[config.mk]
export PLATFORM = sky130hd
export DESIGN_NAME = rsa_top
export DESIGN_NICKNAME = d
export VERILOG_FILES = /design/src/rsa_pkg.sv /design/src/rsa_bus_if.sv /design/src/rsa_top.sv /design/src/rsa_decode.sv
export SDC_FILE = /design/constraint.sdc
export NUM_CORES = 1
export LEC_CHECK = 0
export BUFFER_PORTS_ARGS = -buffer_cell sky130_fd_sc_hd__buf_2
export CAP_MARGIN = 20
export CELL_PAD_IN_SITES_DETAIL_PLACEMENT = 1
export CELL_PAD_IN_SITES_GLOBAL_PLACEMENT = 1
export CORE_AREA = 8 8 115 195
export DETAILED_ROUTE_END_ITERATION = 8
export DIE_AREA = 0 0 123 203
export PLACE_DENSITY_LB_ADDON = 0.05
export SYNTH_ARGS = -nofsm -noshare
export SYNTH_HDL_FRONTEND = slang
export SYNTH_SLANG_ARGS = --single-unit
[constraint.sdc]
create_clock -name MCLK -period 6 [get_ports MCLK]
set_input_delay 0.6 -clock MCLK [delete_from_list [all_inputs] [get_ports MCLK]]
set_output_delay 0.6 -clock MCLK [all_outputs]
set_load 0.02 [all_outputs]
[src/rsa_pkg.sv]
package rsa_pkg;
    localparam int ADDR_W = 19;
    localparam int DATA_W = 8;
    localparam int REG_SEL_W = 4;
    localparam int NUM_REGS = 16;
    localparam logic [DATA_W-1:0] REG_RESET = 8'h00;
    localparam int CLK_HZ = 25000000;
    localparam int STAB_MS = 200;
    localparam int STAB_CYCLES = (CLK_HZ / 1000) * STAB_MS;
    localparam int STAB_CNT_W = 32;
    localparam logic [STAB_CNT_W-1:0] CNT_ZERO = 32'h0000_0000;
    localparam logic [STAB_CNT_W-1:0] CNT_ONE = 32'h0000_0001;
    localparam int TICK_HZ = 32768;
    localparam int FRAC_W = 15;
    localparam logic [FRAC_W-1:0] FRAC_ZERO = 15'h0000;
    localparam logic [FRAC_W-1:0] FRAC_ONE = 15'h0001;
    localparam logic [FRAC_W-1:0] FRAC_LAST = 15'h7fff;
    localparam logic [DATA_W-1:0] SECS_MAX = 8'h3b;
    localparam logic [DATA_W-1:0] BYTE_ONE = 8'h01;
    localparam logic [REG_SEL_W-1:0] SECS_REG = 4'hf;
    typedef enum logic [0:0] {IRQ_ALARM, IRQ_FREQ_TEST} rsa_irq_sel_type;
endpackage

[src/rsa_bus_if.sv]
`timescale 1ns/10ps
interface rsa_bus_if;
    logic                              hit;
    logic [rsa_pkg::REG_SEL_W-1:0]     sel;
    logic                              access_ok;
    modport decoder (output hit, output sel, input access_ok);
    modport user (input hit, input sel, output access_ok);
endinterface

[src/rsa_top.sv]
`timescale 1ns/10ps
module rsa_top
#(
    parameter int STAB_CYCLES = rsa_pkg::STAB_CYCLES
)
(
    input  wire logic                         MCLK,
    input  wire logic                         RSTN,
    input  wire logic [rsa_pkg::ADDR_W-1:0]   HOST_ADDRESS_BUS,
    input  wire logic                         CE_N,
    input  wire logic                         OE_N,
    input  wire logic                         WE_N,
    input  wire logic [rsa_pkg::DATA_W-1:0]   BYTE_DATA_BUS_IN,
    output logic      [rsa_pkg::DATA_W-1:0]   BYTE_DATA_BUS_OUT,
    output logic                              BYTE_DATA_BUS_OE,
    output logic                              RAM_CHIP_SELECT_OUT_N,
    output logic                              RAM_OUTPUT_ENABLE_OUT_N,
    input  wire logic                         SUPPLY_OK,
    input  wire logic                         CRYSTAL_INPUT,
    input  wire logic                         ALARM_EVENT,
    input  wire logic                         FREQ_TEST_SELECT,
    output logic                              ALARM_IRQ_FREQ_TEST_OUT_O,
    output logic                              ALARM_IRQ_FREQ_TEST_OUT_OE,
    output logic                              RESET_OUT_O,
    output logic                              RESET_OUT_OE
);
    rsa_bus_if bus ();

    rsa_decode u_decode
    (
        .addr (HOST_ADDRESS_BUS),
        .bus  (bus)
    );

    logic [rsa_pkg::DATA_W-1:0]     regs [rsa_pkg::NUM_REGS];
    logic [rsa_pkg::DATA_W-1:0]     next_regs [rsa_pkg::NUM_REGS];
    logic [rsa_pkg::STAB_CNT_W-1:0] stab_cnt;
    logic [rsa_pkg::STAB_CNT_W-1:0] next_stab_cnt;
    logic                           rst_active;
    logic                           next_rst_active;
    logic                           xtal_prev;
    logic                           next_xtal_prev;
    logic                           tick;
    logic                           we_prev;
    logic                           next_we_prev;
    logic                           write_edge;
    logic [rsa_pkg::DATA_W-1:0]     rd_byte;

    // Reset output: any supply dip restarts the settling count
    always_comb
    begin
        next_stab_cnt = stab_cnt;
        next_rst_active = rst_active;
        if (!SUPPLY_OK)
        begin
            next_stab_cnt = rsa_pkg::CNT_ZERO;
            next_rst_active = 1'b1;
        end
        else if (rst_active)
        begin
            if (stab_cnt >= STAB_CYCLES - 1)
                next_rst_active = 1'b0;
            else
                next_stab_cnt = stab_cnt + rsa_pkg::CNT_ONE;
        end
    end

    always_ff @(posedge MCLK or negedge RSTN)
    begin
        if (!RSTN)
        begin
            stab_cnt <= rsa_pkg::CNT_ZERO;
            rst_active <= 1'b1;
        end
        else
        begin
            stab_cnt <= next_stab_cnt;
            rst_active <= next_rst_active;
        end
    end

    // Access gating shared by register and RAM paths
    assign bus.access_ok = !rst_active && SUPPLY_OK;

    // Enable steering stays combinational so only propagation delay is added
    always_comb
    begin
        RAM_CHIP_SELECT_OUT_N = 1'b1;
        RAM_OUTPUT_ENABLE_OUT_N = 1'b1;
        if (bus.access_ok && !bus.hit)
        begin
            RAM_CHIP_SELECT_OUT_N = CE_N;
            RAM_OUTPUT_ENABLE_OUT_N = OE_N;
        end
    end

    // Time base: every 32768th rising edge of the 32.768kHz input advances the seconds byte
    always_comb
    begin
        next_xtal_prev = CRYSTAL_INPUT;
        tick = CRYSTAL_INPUT && !xtal_prev;
        next_we_prev = WE_N;
        write_edge = !WE_N && we_prev && !CE_N && bus.hit && bus.access_ok;
    end

    // Register file; a host write to the seconds byte wins over the tick
    logic [rsa_pkg::FRAC_W-1:0]     frac;
    logic [rsa_pkg::FRAC_W-1:0]     next_frac;
    always_comb
    begin
        next_frac = frac;
        for (int i = 0; i < rsa_pkg::NUM_REGS; i++)
            next_regs[i] = regs[i];
        if (tick)
        begin
            next_frac = frac + rsa_pkg::FRAC_ONE;
            if (frac == rsa_pkg::FRAC_LAST)
            begin
                if (regs[rsa_pkg::SECS_REG] >= rsa_pkg::SECS_MAX)
                    next_regs[rsa_pkg::SECS_REG] = rsa_pkg::REG_RESET;
                else
                    next_regs[rsa_pkg::SECS_REG] = regs[rsa_pkg::SECS_REG] + rsa_pkg::BYTE_ONE;
            end
        end
        if (write_edge)
            next_regs[bus.sel] = BYTE_DATA_BUS_IN;
    end

    always_ff @(posedge MCLK or negedge RSTN)
    begin
        if (!RSTN)
        begin
            xtal_prev <= 1'b0;
            we_prev <= 1'b1;
            frac <= rsa_pkg::FRAC_ZERO;
            for (int i = 0; i < rsa_pkg::NUM_REGS; i++)
                regs[i] <= rsa_pkg::REG_RESET;
        end
        else
        begin
            xtal_prev <= next_xtal_prev;
            we_prev <= next_we_prev;
            frac <= next_frac;
            for (int i = 0; i < rsa_pkg::NUM_REGS; i++)
                regs[i] <= next_regs[i];
        end
    end

    // Read path is combinational so the host sees ripple-through data
    always_comb
    begin
        rd_byte = regs[bus.sel];
        BYTE_DATA_BUS_OUT = rd_byte;
        BYTE_DATA_BUS_OE = bus.hit && !CE_N && !OE_N && WE_N && bus.access_ok;
    end

    // Open-drain outputs: drive low only
    always_comb
    begin
        ALARM_IRQ_FREQ_TEST_OUT_O = 1'b0;
        if (FREQ_TEST_SELECT)
            ALARM_IRQ_FREQ_TEST_OUT_OE = CRYSTAL_INPUT;
        else
            ALARM_IRQ_FREQ_TEST_OUT_OE = ALARM_EVENT;
        RESET_OUT_O = 1'b0;
        RESET_OUT_OE = rst_active;
    end
endmodule // rsa_top

[src/rsa_decode.sv]
`timescale 1ns/10ps
module rsa_decode
(
    input  wire logic [rsa_pkg::ADDR_W-1:0] addr,
    rsa_bus_if.decoder                      bus
);
    // Upper bits all high selects the window; the low nibble picks the register
    assign bus.hit = &addr[rsa_pkg::ADDR_W-1:rsa_pkg::REG_SEL_W];
    assign bus.sel = addr[rsa_pkg::REG_SEL_W-1:0];
endmodule // rsa_decode

# ---- Word level (Yosys, flattened, before mapping)
# Index checks and enable logic that the tools add are counted.
dict set report classes {
  eq_ne 3
  muxes 19
  addsub 3
  magnitude_cmp 4
  n_reduce_logical 20
  bitwise 1
}
# cell count
set ops {}
lappend ops {{128-bit bitwise mux} 1}
lappend ops {{32-bit 2-to-1 mux} 3}
lappend ops {{8-bit 2-to-1 mux} 7}
lappend ops {{32-bit by 1-bit adder with 32-bit output (second input constant)} 1}
lappend ops {{8-bit binary-select mux with 4-bit select} 1}
lappend ops {{8-bit demux with 4-bit select} 1}
lappend ops {{32-bit by 23-bit >= comparator with 1-bit output (second input constant)} 1}
lappend ops {{15-bit by 1-bit adder with 15-bit output (second input constant)} 1}
lappend ops {{15-bit == test (second input constant)} 1}
lappend ops {{15-bit AND reduction} 1}
lappend ops {{1-bit logical AND} 12}
lappend ops {{8-bit by 1-bit adder with 8-bit output (second input constant)} 1}
lappend ops {{8-bit by 6-bit >= comparator with 1-bit output (second input constant)} 1}
lappend ops {{1-bit zero test} 6}
lappend ops {{1-bit 2-to-1 mux} 6}
lappend ops {{5-bit >= comparator (second input constant)} 1}
lappend ops {{5-bit by 1-bit < comparator with 1-bit output (second input constant)} 1}
lappend ops {{4-bit NOT with 5-bit output} 1}
lappend ops {{2-bit by 1-bit != test with 1-bit output (second input constant)} 1}
lappend ops {{2-bit != test (second input constant)} 1}
lappend ops {{2-bit AND reduction} 1}
dict set report totals {
  input_bits 36
  reg_bits 178
  out_inout_bits 15
}

# ---- Depth between registers and ports, before layout
dict set report depth {
  depth_word 7
  ltp_mapped 8
  depth_no_buf 6
}

# ---- Cells and area by module
# Synthesis repeated with hierarchy kept, for this count alone.
dict set report hier_totals {
  hier_cells 655
  area_unflattened_um2 8534.4
}
# mod area_each_um2 n_inst seq_area_each_um2 cells_per_inst
set by_module_without_submodules {}
lappend by_module_without_submodules {rsa_top 8468.1 1 4456.8 646}
lappend by_module_without_submodules {rsa_decode 66.3 1 0.0 9}

# ---- Worst setup path before layout
# OpenSTA, ideal clock, no wires.
dict set report synth_path {
  kind {in2out}
  from {input HOST_ADDRESS_BUS[1] (netlist bit)}
  to {output BYTE_DATA_BUS_OUT[3] (netlist bit)}
  t_arrival_ps 2258
  path_buffers 2
  required_time_ps 5400
  setup_slack_ps 3142
  stages 4
  path_cell_list {clkbuf_1 buf_1 mux4_2 mux4_2}
}
dict set report synth_via {
  elab_chain_cells 4
}
# element line
set synth_lines {}
lappend synth_lines {{start, declared} rsa_top.sv:9} ;# input wire logic [rsa_pkg::ADDR_W-1:0] HOST_ADDRESS_BUS,
lappend synth_lines {{4-bit NOT with 5-bit output (not written as such)} rsa_top.sv:152} ;# rd_byte = regs[bus.sel];
lappend synth_lines {{8-bit binary-select mux with 4-bit select} rsa_top.sv:152}
lappend synth_lines {{8-bit 2-to-1 mux (not written as such) (2 in series)} rsa_top.sv:152}
lappend synth_lines {{end, declared} rsa_top.sv:14} ;# output logic [rsa_pkg::DATA_W-1:0] BYTE_DATA_BUS_OUT,
# Every way passes these cells. The select of a mux whose other input is x is not followed.

# ---- Worst setup path after layout
dict set report layout_path {
  from {input HOST_ADDRESS_BUS[0] (netlist bit)}
  to {output BYTE_DATA_BUS_OUT[7] (netlist bit)}
}
# The elaborated chain is that of the path after synthesis.

==> results.json <==
{
  "status": "finished, final reports clean",
  "wl_per_cell_um": 23.3,
  "synthFlopType": "dfrtp_1",
  "die_area_um2": 25000,
  "wirelength_um": 21900,
  "worst_ep_arrival_time_ps": 2640,
  "drt_iter0_drc": 243,
  "endpoint_kind": "primary output",
  "die_x_um": 123,
  "ys_ff_latch": 178,
  "syn_area_um2": 8700,
  "io_pins": 51,
  "viasPerCell": 5.89,
  "fmax_ghz": 0.309,
  "overflow": 0,
  "vias": 5528,
  "cts-root-buf": "clkbuf_16",
  "netlist_instances": 643,
  "num_rows": 68,
  "cts_resized": 0,
  "finalSetupTns_ps": 0,
  "dr.pass1.iters": 4,
  "cts.htree.levels": 4,
  "critPathMaxFanout": 37,
  "gp_congestion": 0.771,
  "leakagePower_nw": 4.53,
  "r2r_slack_ps": 3440,
  "ctsLongestPathBuffers": 2,
  "critical-path-slowest-cell": "mux4_2",
  "comb_power_share_pct": 5.5,
  "seq_power_share_pct": 49.5,
  "insertion_delay_ps": 430,
  "fin_area_um2": 9750,
  "antenna_found_initial": 0,
  "rsz0062_at_grt": "no",
  "core_um2": 19700,
  "ant_nets": 0,
  "final.min_clock_period_ps": 3240,
  "synth_area_per_cell_um2": 13.5,
  "slew_violations": 0,
  "grt_pass1_vias": 6192,
  "switching_share_pct": 23.5,
  "worstPathCellList": "buf_2 > buf_4 > mux4_2 > mux4_2 > buf_2",
  "tightestPinTransition_ps": 778,
  "numPortBuffers": 48,
  "power_mw": 2.53,
  "yosysUniqueCellTypes": 59,
  "synthArstFlopShare_pct": 100,
  "dp_hpwl_um": 15300,
  "synth-edff-count": 0,
  "route.detailed.drc": 0,
  "finalCritPeriodShare_pct": 54.0,
  "skew_ps": 6.31,
  "critical_path_class": "input port to primary output",
  "clkPwrFrac_pct": 45.1,
  "vdd_drop_max_mv": 0.188,
  "area_delta_synth_final_pct": 12.0,
  "dieHeight_um": 203,
  "cts_tree": "yes",
  "holdCritPathClass": "input port to async pin",
  "grt_max_degree": 76,
  "holdWs_ps": 210,
  "clk_pin_slew_ps": 70,
  "power_density_nw_per_um2": 260,
  "place_area_um2": 9140,
  "numCtsBuffers": 17,
  "hold_violations": 0,
  "grt_pass1_wl_um": 35300,
  "hold_buffers": 0,
  "max_stage_delay_ps": 660,
  "layout.nets": 720,
  "critPathTopFamily": "multiplexers",
  "p_sw_mw": 0.595,
  "grt_use_total_pct": 18.7,
  "fill_cells": 2000,
  "cts_setup_buffers": 0,
  "yosysSeqAreaShare_pct": 51.2,
  "final_util_pct": 49.4,
  "yosys_warnings": 0,
  "start_kind": "input port",
  "internal_power_mw": 1.94,
  "maxCapViolations": 0,
  "critPathRequiredTime_ps": 5400,
  "initial_core_util_pct": 44.1,
  "cts.sinks": 178,
  "setup_viol": 0,
  "maxSlewHeadroom_pct": 48.1,
  "path_buf_inv": 3,
  "diodes": 0,
  "drive_above_1_share_pct": 39.0
}
-- cell usage in the layout (no fill, tap or decap), drive strengths merged, types with 6 or more instances in the layout --
cell / instances
mux2i: 9
clkbuf: 19
nor3: 10
a21oi: 14
nor2: 23
nand2b: 14
o21ai: 14
mux4: 40
and3: 8
nand2: 32
buf: 54
nand4: 22
or4: 12
clkinv: 7
nand3: 15
nor4: 12
mux2: 122
o21a: 6
o31ai: 10
inv: 10
and2: 9
dfrtp: 176
xnor2: 11
-- layer usage --
layer,part of all wire [%],vias up,track usage (%)
li1,-,2482,-
met1,39,2957,21.2
met3,1.9,29,3.06
met2,57,60,33.9
met4,2.2,0,6.79
met5,0,-,0
-- registers in the layout, summed over array words and instances, names as in the netlist --
| signal | count |
|---|---|
| regs | 128 |
| frac | 15 |
| xtal_prev | 1 |
| we_prev | 1 |
| RESET_OUT_OE | 1 |
| stab_cnt | 32 |
-- cell families after synthesis --
family	after synthesis	synth area share, %
other	1	0.0431
muxes	171	27.5
adders and majority gates	3	0.431
and+or+nand+nor	176	13.1
DFF	178	51.2
xor gates and xnor gates	14	1.41
buffers and inverters	45	2.27
AOI/OAI and AO/OA	55	4.01
-- Yosys cell counts (2+ instances only) --
cell type    n  area [um2]
a21oi_1     14        70.1
and2_1       9        56.3
and3_1       8        50.1
buf_1        3        11.3
buf_2        8        40.0
buf_4        3        22.5
clkbuf_1    21        78.8
dfrtp_1    176        4400
dfstp_2      2        52.6
ha_1         3        37.5
inv_1        9        33.8
mux2_1       2        22.5
mux2_2     112        1260
mux2_4       8         120
mux2i_1      9        90.1
mux4_2      40         901
nand2_1     31         116
nand2b_1    12        75.1
nand3_1     14        70.1
nand4_1     21         131
nand4b_4     2        47.6
nor2_1      15        56.3
nor2_2       8        50.1
nor3_1       5        25.0
nor3_4       4        65.1
nor4_1      12        75.1
nor4b_1      2        17.5
nor4bb_1     3        30.0
o211ai_1     4        30.0
o21a_1       6        45.0
o21ai_0     14        70.1
o31ai_1     10        75.1
or3_1        4        25.0
or4_1       12        90.1
xnor2_1     11        96.3
xor2_1       3        26.3
-- power by group through the flow --
stage | clock, mW | sequential (mW) | combinational [mW]
6_report | 1.14 | 1.25 | 0.138
5_1_grt | 1.21 | 1.25 | 0.156
4_1_cts | 1.17 | 1.25 | 0.143
3_5_place_dp | 0 | 1.28 | 0.143
3_3_place_gp | 0 | 1.27 | 0.136
2_1_floorplan | 0 | 1.26 | 0.0780
-- area by class of cell --
class                   instances  area, um2  share of cell area, %
flip-flops and latches        178       4460                   45.7
clock inverters                13        160                   1.64
clock buffers                  19        443                   4.54
well taps                     245        307                   3.14
multi-input cells             421       4050                   41.6
repair buffers                 54        299                   3.07
inverters                       9       33.8                  0.346
-- final timing paths --
check | startpoint | to | cells after the start
setup / recovery | HOST_ADDRESS_BUS[0] | BYTE_DATA_BUS_OUT[7] | 5
hold / removal | RSTN | regs[32] | 1
setup reg to reg | RESET_OUT_OE | regs[54] | 5
hold reg to reg | frac[7] | frac[7] | 1
max in group asynchronous | RSTN | regs[127] | 2
min in group MCLK | WE_N | we_prev | 1
-- metrics by stage --
step,setup slack [ps],std cells
after floorplan,3140,644
after global placement,2740,906
after detailed placement,2730,906
after CTS,2730,938
after global routing,2670,939
final,2760,939
(Power assumes the default switching activity.)
